<file path="config.mk">
export PLATFORM = sky130hd
export DESIGN_NAME = asi_core
export DESIGN_NICKNAME = d
export VERILOG_FILES = /design/src/hw/asi_pkg.sv /design/src/hw/asi_core.sv
export SDC_FILE = /design/constraint.sdc
export NUM_CORES = 1
export LEC_CHECK = 0
export BUFFER_PORTS_ARGS = -buffer_cell sky130_fd_sc_hd__buf_2
export CORE_MARGIN = 2
export CORE_UTILIZATION = 63
export CTS_CLUSTER_SIZE = 14
export DETAILED_ROUTE_END_ITERATION = 12
export GPL_TIMING_DRIVEN = 1
export PLACE_DENSITY = 0.93
export SETUP_SLACK_MARGIN = 0.1
export SLEW_MARGIN = 20
export SYNTH_ARGS = -nofsm -noshare
export SYNTH_HDL_FRONTEND = slang
export SYNTH_SLANG_ARGS = --single-unit
</file>
<file path="constraint.sdc">
create_clock -name clk -period 8.2 [get_ports clk]
set_input_delay 2.46 -clock clk [delete_from_list [all_inputs] [get_ports clk]]
set_output_delay 2.46 -clock clk [all_outputs]
set_load 0.1 [all_outputs]
</file>
<file path="src/hw/asi_pkg.sv">
// Purpose: constants and types for the async serial host interface
// Assumes: one clock, 16x bit-rate tick made by a divider
// Notes:   register indices on the plain register port
package asi_pkg;
  // ----------------------------------------------------------------
  // register indices
  // ----------------------------------------------------------------
  localparam logic [2:0] REG_DATA_OUT = 3'h0;
  localparam logic [2:0] REG_CONTROL  = 3'h1;
  localparam logic [2:0] REG_STATUS   = 3'h2;
  localparam logic [2:0] REG_DATA_IN  = 3'h3;
  localparam logic [2:0] REG_COMMAND  = 3'h4;
  localparam logic [2:0] REG_DMA_CNT  = 3'h5;
  // ----------------------------------------------------------------
  // command bits
  // ----------------------------------------------------------------
  localparam int CMD_SET_CTRL  = 0;
  localparam int CMD_CLR_FLAG  = 1;
  localparam int CMD_CLR_ERR   = 2;
  // ----------------------------------------------------------------
  // reset values and sizes
  // ----------------------------------------------------------------
  localparam logic [15:0] WORD_ZERO    = 16'h0000;
  localparam logic [7:0]  BYTE_ZERO    = 8'h00;
  localparam logic [3:0]  TICK_LAST    = 4'hf;
  localparam logic [3:0]  TICK_MID     = 4'h7;
  localparam logic [3:0]  TICK_ZERO    = 4'h0;
  localparam logic [2:0]  BITS_SEVEN   = 3'h6;
  localparam logic [2:0]  BITS_EIGHT   = 3'h7;
  localparam logic [2:0]  CNT3_ZERO    = 3'h0;
  localparam logic [15:0] CNT_ONE      = 16'h0001;

  typedef struct packed {
    logic [6:0] spare;
    logic       twoStop;
    logic       eightBits;
    logic       parityOdd;
    logic       parityEn;
    logic       echo;
    logic       dmaRx;
    logic       dmaEn;
    logic       rxEn;
    logic       txEn;
  } asi_control_s;

  typedef struct packed {
    logic [5:0] spare;
    logic       lineLevel;
    logic       dmaBusy;
    logic       rxDone;
    logic       txDone;
    logic       parityErr;
    logic       overrunErr;
    logic       framingErr;
    logic       rxFull;
    logic       txRegEmpty;
    logic       flag;
  } asi_status_s;

  typedef enum logic [2:0] {
    LS_IDLE  = 3'b000,
    LS_START = 3'b001,
    LS_DATA  = 3'b011,
    LS_PAR   = 3'b010,
    LS_STOP  = 3'b110
  } asi_line_e;
endpackage

</file>
<file path="src/hw/asi_core.sv">
// Purpose: async serial interface data path, transmit and receive
// Assumes: inputs synchronous to clk; 16x tick from TICK_DIV
// Notes:   PIO full duplex, DMA one direction at a time
//
// Summary of operation
// - transmit adds start, stop, optional parity
// - missing stop bit flags framing error
// - unread character overwritten flags overrun
// - sixteen-bit word holds bytes to send
// - transmit words accepted without any reset
// - PIO transmit completion sets the flag
// - DMA transmit completion requests memory instead
// - received character loads buffer, PIO sets flag
// - DMA receive requests memory write cycle
// - receiver and transmitter enabled independently
// - DMA runs one direction only
// - status or control readable on bus
// - data registers and control on internal bus
// - input strobe drives data input register
// - PIO sends low byte of output word
// - DMA sends upper byte then lower
// - byte select names next byte sent
// - byte moves only when transmitter empty
// - echo loops receive line to transmitter
// - receive line fans to break detect
// - frame: start, LSB first, 7/8 bits
// - line idles at mark level
// - engines run at sixteen times bit rate
//
// Decided for this implementation: the register offsets and strobed register access.
`timescale 1ns/100ps
module asi_core #(
  parameter int TICK_DIV = 16
) (
  input  wire logic        clk,
  input  wire logic        reset,
  input  wire logic [2:0]  regAddr,
  input  wire logic [15:0] regWrData,
  input  wire logic        regWr,
  input  wire logic        regRd,
  output logic      [15:0] regRdData,
  input  wire logic        rxSerial,
  output logic             txSerial,
  output logic             breakLine,
  input  wire logic        memGrant,
  input  wire logic [15:0] memRdData,
  output logic             memReq,
  output logic      [15:0] memWrData,
  output logic             inputDriveStrobe,
  output logic             byteHalfSelect,
  output logic             flag
);
  localparam int DW = $clog2(TICK_DIV + 1);

  function automatic logic parity_of(input logic [7:0] d,
                                     input logic odd);
    parity_of = (^d) ^ odd;
  endfunction

  // ----------------------------------------------------------------
  // register state
  // ----------------------------------------------------------------
  asi_pkg::asi_control_s ctrl_ff;
  asi_pkg::asi_status_s  stat;
  asi_pkg::asi_line_e    txSt_ff, rxSt_ff;
  logic [15:0] dataOut_ff, dataIn_ff, dmaCnt_ff, regRdData_ff;
  logic [DW-1:0] divCnt_ff;
  logic        tick_ff;
  logic        rxIn_ff, txLine_ff, txSerial_ff, breakLine_ff;
  logic [7:0]  txHold_ff, txShift_ff, rxShift_ff;
  logic        txHoldFull_ff, setPend_ff, wordValid_ff;
  logic        byteHalf_ff, memReq_ff, strobe_ff, flag_ff;
  logic        rxFull_ff, frErr_ff, ovErr_ff, parErr_ff;
  logic        txDoneSt_ff, rxDoneSt_ff;
  logic [3:0]  txTick_ff, rxTick_ff;
  logic [2:0]  txBit_ff, rxBit_ff;
  logic        txStop2_ff, rxParBad_ff;
  logic        txDone, rxChar, frEvt, parEvt;
  logic        holdLoad, dmaDone, grant;
  logic [7:0]  holdByte, rxData;
  logic [2:0]  lastBit;
  logic        txAct, rxAct, txDma, rxDma, wrCmd;

  assign lastBit = ctrl_ff.eightBits ? asi_pkg::BITS_EIGHT
                                     : asi_pkg::BITS_SEVEN;
  assign txAct = ctrl_ff.txEn & ~(ctrl_ff.dmaEn & ctrl_ff.dmaRx);
  assign rxAct = ctrl_ff.rxEn & ~(ctrl_ff.dmaEn & ~ctrl_ff.dmaRx);
  assign txDma = txAct & ctrl_ff.dmaEn;
  assign rxDma = rxAct & ctrl_ff.dmaEn;
  assign wrCmd = regWr & (regAddr == asi_pkg::REG_COMMAND);
  assign grant = memGrant & memReq_ff;

  // ----------------------------------------------------------------
  // 16x bit-rate tick
  // ----------------------------------------------------------------
  always_ff @(posedge clk or posedge reset) begin
    if (reset) begin
      divCnt_ff <= '0;
      tick_ff   <= 1'b0;
    end else if (divCnt_ff == DW'(TICK_DIV - 1)) begin
      divCnt_ff <= '0;
      tick_ff   <= 1'b1;
    end else begin
      divCnt_ff <= divCnt_ff + 1'b1;
      tick_ff   <= 1'b0;
    end
  end

  // ----------------------------------------------------------------
  // line pins, echo and break fan-out
  // ----------------------------------------------------------------
  always_ff @(posedge clk or posedge reset) begin
    if (reset) begin
      rxIn_ff      <= 1'b1;
      txSerial_ff  <= 1'b1;
      breakLine_ff <= 1'b1;
    end else begin
      rxIn_ff      <= rxSerial;
      txSerial_ff  <= ctrl_ff.echo ? rxIn_ff : txLine_ff;
      breakLine_ff <= rxIn_ff;
    end
  end

  // ----------------------------------------------------------------
  // byte selection into the transmitter holding register
  // ----------------------------------------------------------------
  always_comb begin
    holdByte = byteHalf_ff ? dataOut_ff[7:0] : dataOut_ff[15:8];
    holdLoad = 1'b0;
    if (!txHoldFull_ff && txAct) begin
      if (txDma)
        holdLoad = wordValid_ff;
      else
        holdLoad = setPend_ff;
    end
  end

  // ----------------------------------------------------------------
  // output word, DMA sequencing, counts
  // ----------------------------------------------------------------
  always_ff @(posedge clk or posedge reset) begin
    if (reset) begin
      dataOut_ff   <= asi_pkg::WORD_ZERO;
      dmaCnt_ff    <= asi_pkg::WORD_ZERO;
      setPend_ff   <= 1'b0;
      wordValid_ff <= 1'b0;
      byteHalf_ff  <= 1'b1;
      memReq_ff    <= 1'b0;
      strobe_ff    <= 1'b0;
      dmaDone      <= 1'b0;
    end else begin
      strobe_ff <= (regRd & (regAddr == asi_pkg::REG_DATA_IN))
                 | (grant & rxDma);
      dmaDone   <= 1'b0;
      if (regWr && regAddr == asi_pkg::REG_DATA_OUT)
        dataOut_ff <= regWrData;
      if (regWr && regAddr == asi_pkg::REG_DMA_CNT)
        dmaCnt_ff <= regWrData;
      if (wrCmd && regWrData[asi_pkg::CMD_SET_CTRL])
        setPend_ff <= 1'b1;
      else if (holdLoad && !txDma)
        setPend_ff <= 1'b0;
      if (!ctrl_ff.dmaEn)
        byteHalf_ff <= 1'b1;
      if (grant) begin
        memReq_ff <= 1'b0;
        dmaCnt_ff <= dmaCnt_ff - asi_pkg::CNT_ONE;
        dmaDone   <= (dmaCnt_ff == asi_pkg::CNT_ONE);
        if (txDma) begin
          dataOut_ff   <= memRdData;
          wordValid_ff <= 1'b1;
          byteHalf_ff  <= 1'b0;
        end
      end else if (txDma && !wordValid_ff && !txHoldFull_ff &&
                   txSt_ff == asi_pkg::LS_IDLE &&
                   dmaCnt_ff != asi_pkg::WORD_ZERO) begin
        memReq_ff <= 1'b1;
      end else if (rxDma && rxFull_ff &&
                   dmaCnt_ff != asi_pkg::WORD_ZERO) begin
        memReq_ff <= 1'b1;
      end
      if (holdLoad && txDma) begin
        if (!byteHalf_ff)
          byteHalf_ff <= 1'b1;
        else
          wordValid_ff <= 1'b0;
      end
      if (!txDma)
        wordValid_ff <= 1'b0;
    end
  end

  // ----------------------------------------------------------------
  // transmitter
  // ----------------------------------------------------------------
  always_ff @(posedge clk or posedge reset) begin
    if (reset) begin
      txSt_ff       <= asi_pkg::LS_IDLE;
      txHold_ff     <= asi_pkg::BYTE_ZERO;
      txShift_ff    <= asi_pkg::BYTE_ZERO;
      txHoldFull_ff <= 1'b0;
      txLine_ff     <= 1'b1;
      txTick_ff     <= asi_pkg::TICK_ZERO;
      txBit_ff      <= asi_pkg::CNT3_ZERO;
      txStop2_ff    <= 1'b0;
      txDone        <= 1'b0;
    end else begin
      txDone <= 1'b0;
      if (holdLoad) begin
        txHold_ff     <= holdByte;
        txHoldFull_ff <= 1'b1;
      end
      if (tick_ff) begin
        txTick_ff <= txTick_ff + 1'b1;
        case (txSt_ff)
          asi_pkg::LS_IDLE: begin
            txLine_ff <= 1'b1;
            txTick_ff <= asi_pkg::TICK_ZERO;
            if (txHoldFull_ff) begin
              txShift_ff    <= txHold_ff;
              txHoldFull_ff <= 1'b0;
              txLine_ff     <= 1'b0;
              txSt_ff       <= asi_pkg::LS_START;
            end
          end
          asi_pkg::LS_START: begin
            if (txTick_ff == asi_pkg::TICK_LAST) begin
              txLine_ff <= txShift_ff[0];
              txBit_ff  <= asi_pkg::CNT3_ZERO;
              txSt_ff   <= asi_pkg::LS_DATA;
            end
          end
          asi_pkg::LS_DATA: begin
            if (txTick_ff == asi_pkg::TICK_LAST) begin
              txBit_ff <= txBit_ff + 1'b1;
              if (txBit_ff == lastBit) begin
                txStop2_ff <= 1'b0;
                if (ctrl_ff.parityEn) begin
                  txLine_ff <= parity_of(txShift_ff & (ctrl_ff.eightBits
                               ? 8'hff : 8'h7f), ctrl_ff.parityOdd);
                  txSt_ff   <= asi_pkg::LS_PAR;
                end else begin
                  txLine_ff <= 1'b1;
                  txSt_ff   <= asi_pkg::LS_STOP;
                end
              end else begin
                txLine_ff <= txShift_ff[txBit_ff + 3'h1];
              end
            end
          end
          asi_pkg::LS_PAR: begin
            if (txTick_ff == asi_pkg::TICK_LAST) begin
              txLine_ff <= 1'b1;
              txSt_ff   <= asi_pkg::LS_STOP;
            end
          end
          asi_pkg::LS_STOP: begin
            if (txTick_ff == asi_pkg::TICK_LAST) begin
              if (ctrl_ff.twoStop && !txStop2_ff) begin
                txStop2_ff <= 1'b1;
              end else begin
                txSt_ff <= asi_pkg::LS_IDLE;
                txDone  <= 1'b1;
              end
            end
          end
          default: txSt_ff <= asi_pkg::LS_IDLE;
        endcase
      end
    end
  end

  // ----------------------------------------------------------------
  // receiver
  // ----------------------------------------------------------------
  assign rxData = ctrl_ff.eightBits ? rxShift_ff
                                    : {1'b0, rxShift_ff[7:1]};
  always_ff @(posedge clk or posedge reset) begin
    if (reset) begin
      rxSt_ff     <= asi_pkg::LS_IDLE;
      rxShift_ff  <= asi_pkg::BYTE_ZERO;
      rxTick_ff   <= asi_pkg::TICK_ZERO;
      rxBit_ff    <= asi_pkg::CNT3_ZERO;
      rxParBad_ff <= 1'b0;
      rxChar      <= 1'b0;
      frEvt       <= 1'b0;
      parEvt      <= 1'b0;
    end else begin
      rxChar <= 1'b0;
      frEvt  <= 1'b0;
      parEvt <= 1'b0;
      if (tick_ff) begin
        rxTick_ff <= rxTick_ff + 1'b1;
        case (rxSt_ff)
          asi_pkg::LS_IDLE: begin
            rxTick_ff <= asi_pkg::TICK_ZERO;
            if (rxAct && !rxIn_ff)
              rxSt_ff <= asi_pkg::LS_START;
          end
          asi_pkg::LS_START: begin
            if (rxTick_ff == asi_pkg::TICK_MID) begin
              rxTick_ff <= asi_pkg::TICK_ZERO;
              rxBit_ff  <= asi_pkg::CNT3_ZERO;
              rxSt_ff   <= rxIn_ff ? asi_pkg::LS_IDLE
                                   : asi_pkg::LS_DATA;
            end
          end
          asi_pkg::LS_DATA: begin
            if (rxTick_ff == asi_pkg::TICK_LAST) begin
              rxShift_ff <= {rxIn_ff, rxShift_ff[7:1]};
              rxBit_ff   <= rxBit_ff + 1'b1;
              if (rxBit_ff == lastBit)
                rxSt_ff <= ctrl_ff.parityEn ? asi_pkg::LS_PAR
                                            : asi_pkg::LS_STOP;
            end
          end
          asi_pkg::LS_PAR: begin
            if (rxTick_ff == asi_pkg::TICK_LAST) begin
              rxParBad_ff <= rxIn_ff !=
                             parity_of(rxData, ctrl_ff.parityOdd);
              rxSt_ff     <= asi_pkg::LS_STOP;
            end
          end
          asi_pkg::LS_STOP: begin
            if (rxTick_ff == asi_pkg::TICK_LAST) begin
              rxChar      <= 1'b1;
              frEvt       <= ~rxIn_ff;
              parEvt      <= ctrl_ff.parityEn & rxParBad_ff;
              rxParBad_ff <= 1'b0;
              rxSt_ff     <= asi_pkg::LS_IDLE;
            end
          end
          default: rxSt_ff <= asi_pkg::LS_IDLE;
        endcase
      end
    end
  end

  // ----------------------------------------------------------------
  // input buffer, errors and flag (set wins over clear)
  // ----------------------------------------------------------------
  always_ff @(posedge clk or posedge reset) begin
    if (reset) begin
      dataIn_ff   <= asi_pkg::WORD_ZERO;
      rxFull_ff   <= 1'b0;
      frErr_ff    <= 1'b0;
      ovErr_ff    <= 1'b0;
      parErr_ff   <= 1'b0;
      txDoneSt_ff <= 1'b0;
      rxDoneSt_ff <= 1'b0;
      flag_ff     <= 1'b0;
    end else begin
      if ((regRd && regAddr == asi_pkg::REG_DATA_IN) || (grant && rxDma))
        rxFull_ff <= 1'b0;
      if (wrCmd && regWrData[asi_pkg::CMD_CLR_ERR]) begin
        frErr_ff  <= 1'b0;
        ovErr_ff  <= 1'b0;
        parErr_ff <= 1'b0;
      end
      if (wrCmd && regWrData[asi_pkg::CMD_CLR_FLAG]) begin
        flag_ff     <= 1'b0;
        txDoneSt_ff <= 1'b0;
        rxDoneSt_ff <= 1'b0;
      end
      if (rxChar) begin
        dataIn_ff <= {asi_pkg::BYTE_ZERO, rxData};
        rxFull_ff <= 1'b1;
        if (rxFull_ff)
          ovErr_ff <= 1'b1;
      end
      if (frEvt)
        frErr_ff <= 1'b1;
      if (parEvt)
        parErr_ff <= 1'b1;
      if (txDone && !txDma) begin
        txDoneSt_ff <= 1'b1;
        flag_ff     <= 1'b1;
      end
      if (rxChar && !rxDma) begin
        rxDoneSt_ff <= 1'b1;
        flag_ff     <= 1'b1;
      end
      if (frEvt || parEvt || (rxChar && rxFull_ff) || dmaDone)
        flag_ff <= 1'b1;
    end
  end

  // ----------------------------------------------------------------
  // control register and read selector
  // ----------------------------------------------------------------
  always_ff @(posedge clk or posedge reset) begin
    if (reset)
      ctrl_ff <= '0;
    else if (regWr && regAddr == asi_pkg::REG_CONTROL)
      ctrl_ff <= regWrData;
  end

  always_comb begin
    stat            = '0;
    stat.flag       = flag_ff;
    stat.txRegEmpty = ~txHoldFull_ff;
    stat.rxFull     = rxFull_ff;
    stat.framingErr = frErr_ff;
    stat.overrunErr = ovErr_ff;
    stat.parityErr  = parErr_ff;
    stat.txDone     = txDoneSt_ff;
    stat.rxDone     = rxDoneSt_ff;
    stat.dmaBusy    = ctrl_ff.dmaEn & (dmaCnt_ff != asi_pkg::WORD_ZERO);
    stat.lineLevel  = rxIn_ff;
  end

  always_ff @(posedge clk or posedge reset) begin
    if (reset) begin
      regRdData_ff <= asi_pkg::WORD_ZERO;
    end else if (regRd) begin
      case (regAddr)
        asi_pkg::REG_CONTROL: regRdData_ff <= ctrl_ff;
        asi_pkg::REG_STATUS:  regRdData_ff <= stat;
        asi_pkg::REG_DATA_IN: regRdData_ff <= dataIn_ff;
        asi_pkg::REG_DMA_CNT: regRdData_ff <= dmaCnt_ff;
        default:              regRdData_ff <= asi_pkg::WORD_ZERO;
      endcase
    end else begin
      regRdData_ff <= asi_pkg::WORD_ZERO;
    end
  end

  assign regRdData        = regRdData_ff;
  assign txSerial         = txSerial_ff;
  assign breakLine        = breakLine_ff;
  assign memReq           = memReq_ff;
  assign memWrData        = dataIn_ff;
  assign inputDriveStrobe = strobe_ff;
  assign byteHalfSelect   = byteHalf_ff;
  assign flag             = flag_ff;
endmodule

</file>
* Yosys cells after proc, flatten, opt, wreduce, memory -nomap -nowiden
Index checks and enable logic that the tools add are counted.
Operators by class: $add $sub $neg 6, magnitude comparators 1, equality and inequality tests 35, muxes and demuxes 104, bitwise operators 21, reduce and logical (&&, ||, !) cells 61
Operators by type and width (number):
- $mux W16 | 6
- $pmux W16 S4 | 1
- $mux W1 | 63
- $mux W3 | 18
- $pmux W3 S5 | 2
- $ne A2 B2 Y1 const B | 14
- $mux W8 | 3
- $logic_and A1 B1 Y1 | 22
- $reduce_bool A2 Y1 | 11
- $eq A3 B2 Y1 const B | 6
- $eq A16 B1 Y1 const B | 1
- $reduce_bool A16 Y1 | 1
- $reduce_xor A8 Y1 | 2
- $sub A16 B1 Y16 const B | 1
- $and A1 B1 Y1 | 12
- $eq A3 B3 Y1 const B | 4
- $pmux W3 S2 | 2
- $reduce_and A4 Y1 | 3
- $eq A3 B1 Y1 const B | 3
- $logic_not A3 Y1 | 3
- $add A4 B1 Y4 const B | 2
- $and A8 B8 Y8 | 1
- $eq A4 B4 Y1 const B | 2
- $mux W4 | 2
- 25 further kinds | 43
Storage, ports and cells: register bits after elaboration 146, input bits 41, word-level logic and storage cells 277

* Logic depth before layout (Yosys ltp)
depth after elaboration 10, mapped depth 7, depth with buffers taken out 6

* Worst setup path before layout
Ideal clock, no wire load.
kind in2reg, start point in regAddr[1], end point reg ctrl_ff[0] (netlist name), library setup time 0.125 ns, arrival 3.815 ns, setup slack 4.261 ns, stages on the path 6, path buffers 2, cells stage by stage nand2b_1 -> nor2_1 -> and2_1 -> buf_2 -> buf_2 -> mux2_2
On the way: cells in the longest elaborated chain, start to end 2
Ends and longest elaborated chain:
- from (decl) | line asi_core.sv:37 | input wire logic [2:0] regAddr,
- $eq A3 B1 Y1 | line asi_core.sv:394 | else if (regWr && regAddr == asi_pkg::REG_CONTROL)
- $logic_and A1 B1 Y1 | line asi_core.sv:394
- to (signal assigned) | line asi_core.sv:395 | ctrl_ff <= regWrData;
- to (decl) | line asi_core.sv:63 | asi_pkg::asi_control_s ctrl_ff;
No other way between the ends. A chain may end at the register's enable or synchronous reset.

* Worst setup path in the final report
start point reg byteHalf_ff (netlist: byteHalfSelect), end point out byteHalfSelect
RTL lines:
- from (decl) | line asi_core.sv:72 | logic byteHalf_ff, memReq_ff, strobe_ff, flag_ff;
- from (signal assigned) | line asi_core.sv:147 | byteHalf_ff <= 1'b1;
- from (signal assigned) | line asi_core.sv:164 | byteHalf_ff <= 1'b1;
- from (signal assigned) | line asi_core.sv:172 | byteHalf_ff <= 1'b0;
- to (decl) | line asi_core.sv:50 | output logic byteHalfSelect,
No word-level cell between the ends.

==> impl_metrics.tcl <==
set metrics [dict create \
    antenna_found_initial 0 \
    fin_crit_ns 4.26 \
    synth_most_common_cell "dfrtp_1" \
    whs_ns 0.445 \
    grt_pass1_vias 5544 \
    max_stage_delay_ns 0.75 \
    clockRootBuffer "clkbuf_8" \
    syn-instance-count 659 \
    fill_cells 651 \
    wl_um 18000 \
    cts_tree "built" \
    start_util_pct 64.3 \
    n_antenna_cell 0 \
    synth_edf_count 0 \
    tightest_slew_ns 0.753 \
    die_x_um 109 \
    required_ns 5.74 \
    power_density_mw_per_mm2 300 \
    vias 5701 \
    row_count 38 \
    max_freq_mhz 235 \
    synth_top_family_by_area "simple AND/OR/NAND/NOR gates" \
    synth-simple-area-share_pct 14.0 \
    path_class "reg2out" \
    swShare_pct 32.3 \
    critPathMaxFanout 12 \
    ys_seq_area_share_pct 52.5 \
    yosys.area.top_type_share_pct 50.6 \
    setup-violations-final 0 \
    insertion_delay_ns 0.54 \
    seq_power_share_pct 43.0 \
    post_cts_buffers 0 \
    critPathTopFamily "flip-flops" \
    cp_cell_sequence "buf_2" \
    critPathArrivalTime_ns 1.80 \
    synth.avg_cell_area_sq_um 10.6 \
    drc 0 \
    grt_overflow 0 \
    synth_area_leaders "dfrtp_1 (51%), mux2_2 (6.0%), mux2i_1 (5.9%), nor2_1 (3.4%), nand2_1 (3.4%)" \
    irDropWorstVdd_mv 0.332 \
    cts_buffers 17 \
    clockPowerShare_pct 35.0 \
    fin_util_pct 74.3 \
    synth-main-ff-cell "dfrtp_1" \
    place.gp.congestion 0.961 \
    first_pass_iters 8 \
    portBuffers 70 \
    min_path_type "reg2reg" \
    synth-seq-cells 146 \
    clock_sinks 146 \
    synth_warnings 0 \
    synth_commonest_cells "dfrtp_1 (141), nor2_1 (64), nand2_1 (63)" \
    async_flop_share_pct 100 \
    p_sw_uw 780 \
    synth_compound_area_share_pct 13.0 \
    period_share_pct 51.9 \
    rrSetupSlack_ns 5.81 \
    cp.buffers_inverters 1 \
    drive_gt1_share_pct 21.6 \
    synth.cell_area_sq_mm 0.00697 \
    final_cell_count_no_fill 871 \
    drtIter0Drc 692 \
    io_pins 79 \
    fin_tns_setup_ns 0 \
    ys_types 60 \
    p_leak_uw 0.00373 \
    coreArea_sq_mm 0.0108 \
    cts_resized 0 \
    h-tree-depth 4 \
    nNetsFinal 767 \
    clockBufferDepth 2 \
    combPwrFrac_pct 22.0 \
    finalHoldViolCount 0 \
    synth_xor_area_share_pct 2.91 \
    fp.dieH_um 109 \
    critPathSlowestCell "dfstp_2" \
    dieArea_sq_mm 0.0119 \
    final_cell_area_sq_mm 0.00805 \
    grtUsageTotal_pct 32.0 \
    synthMuxAreaShare_pct 12.5 \
    maxCapViolCount 0 \
    vias_per_cell 6.55 \
    finClkSkew_ns 0.00704 \
    rsz0062_at_grt "false" \
    slew_headroom_pct 49.8 \
    grt_pass1_wl_um 28400 \
    dp.cells 838 \
    clk_pin_slew_ns 0.06 \
    p_int_uw 1630 \
    worstSetupStartpointType "flip-flop" \
    placedInstanceArea_sq_mm 0.00737 \
    final_max_slew_viol_count 0 \
    wire_per_inst_um 20.6 \
    synth_largest_area_cell "dfrtp_1" \
    status "completed" \
    grt_max_degree 82 \
    antenna_left 0 \
    endpoint_kind "primary output" \
    hold_buffers 0 \
    area_growth_pct 15.4 \
    dp_hpwl_um 11800 \
    synth_fa_ha_area_share_pct 1.44 \
]
through the flow:
step,power [uW],setup slack [ns]
2_1_floorplan,1400,1.83
3_3_place_gp,1500,3.87
3_5_place_dp,1550,3.75
4_1_cts,2400,3.93
5_1_grt,2500,3.91
6_report,2410,3.94
cell families (layout without fill, tap and decap cells):
kind of cell,after synthesis,count (layout)
AOI/OAI and AO/OA,139,139
xor gates and xnor gates,20,20
and+or+nand+nor,209,209
other,1,8
buffers and inverters,56,121
DFF,146,146
adders and majority gates,8,8
muxes,80,80
layout by cell type, fill, tap and decap left out, drive strengths merged, types with 5 or more instances in the layout:
cell    synthesis  layout
buf            14      75
clkbuf         28      20
nor2b           8       8
nor3            8       8
conb            1       8
mux2i          41      41
ha              8       8
nand2          63      63
dfrtp         141     141
a211oi          5       5
dfstp           5       5
or4             5       5
a21oi          31      31
a22o           11      11
nor2           64      64
o21ai          45      45
inv            14      16
xnor2          14      14
a222oi          8       8
mux2           37      37
bufinv          0       5
nand3          23      23
and3            6       6
and2            5       5
nand2b          9       9
layer usage:
layer  routed length, um  global-route usage, %  share of wire (%)  vias to the layer above
li1                    -                      -                  -                     2465
met1                6980                   42.5                 39                     2771
met2                8570                   50.5                 48                      375
met3                1670                   7.65                9.3                       90
met4                 755                   14.3                4.2                        0
met5                   0                      0                  0                        -
registers in the layout, summed over array words and instances (netlist names), 3 cells and up:
register    count
ctrl_ff        16
dataOut_ff     16
dmaCnt_ff      16
regRdData      16
memWrData       8
rxShift_ff      8
txHold_ff       8
txShift_ff      8
divCnt_ff       5
rxTick_ff       4
txTick_ff       4
rxBit_ff        3
rxSt_ff         3
txBit_ff        3
txSt_ff         3
power groups by stage:
stage | Clock (uW) | Sequential, uW | Combinational, uW
2_1_floorplan | 0 | 1040 | 364
3_3_place_gp | 0 | 1020 | 479
3_5_place_dp | 0 | 1040 | 510
4_1_cts | 848 | 1030 | 522
5_1_grt | 880 | 1050 | 572
6_report | 845 | 1040 | 530
path summary, 6_finish.rpt:
check,startpoint,endpoint,depth (start not counted)
max reg2reg,dmaCnt_ff[8]$_DFFE_PP0P_,memReq$_DFFE_PP0P_,5
min reg2reg,divCnt_ff[4]$_DFF_PP0_,tick_ff$_DFF_PP0_,1
max,byteHalfSelect$_DFF_PP1_,byteHalfSelect,1
min in group asynchronous,reset,txTick_ff[3]$_DFFE_PP0P_,2
max in group asynchronous,reset,txLine_ff$_DFFE_PP1P_,4
min,divCnt_ff[4]$_DFF_PP0_,tick_ff$_DFF_PP0_,1
cell type report:
type,count,area [sq um],area share (%)
clock inverter,12,203,2.52
timing repair buffer,75,408,5.07
multi-input combinational,464,3100,38.5
inverter,14,57.6,0.715
sequential,146,3660,45.5
clock buffer,20,445,5.53
tap,140,175,2.18
Note: power is estimated with default switching activity, not from simulation.
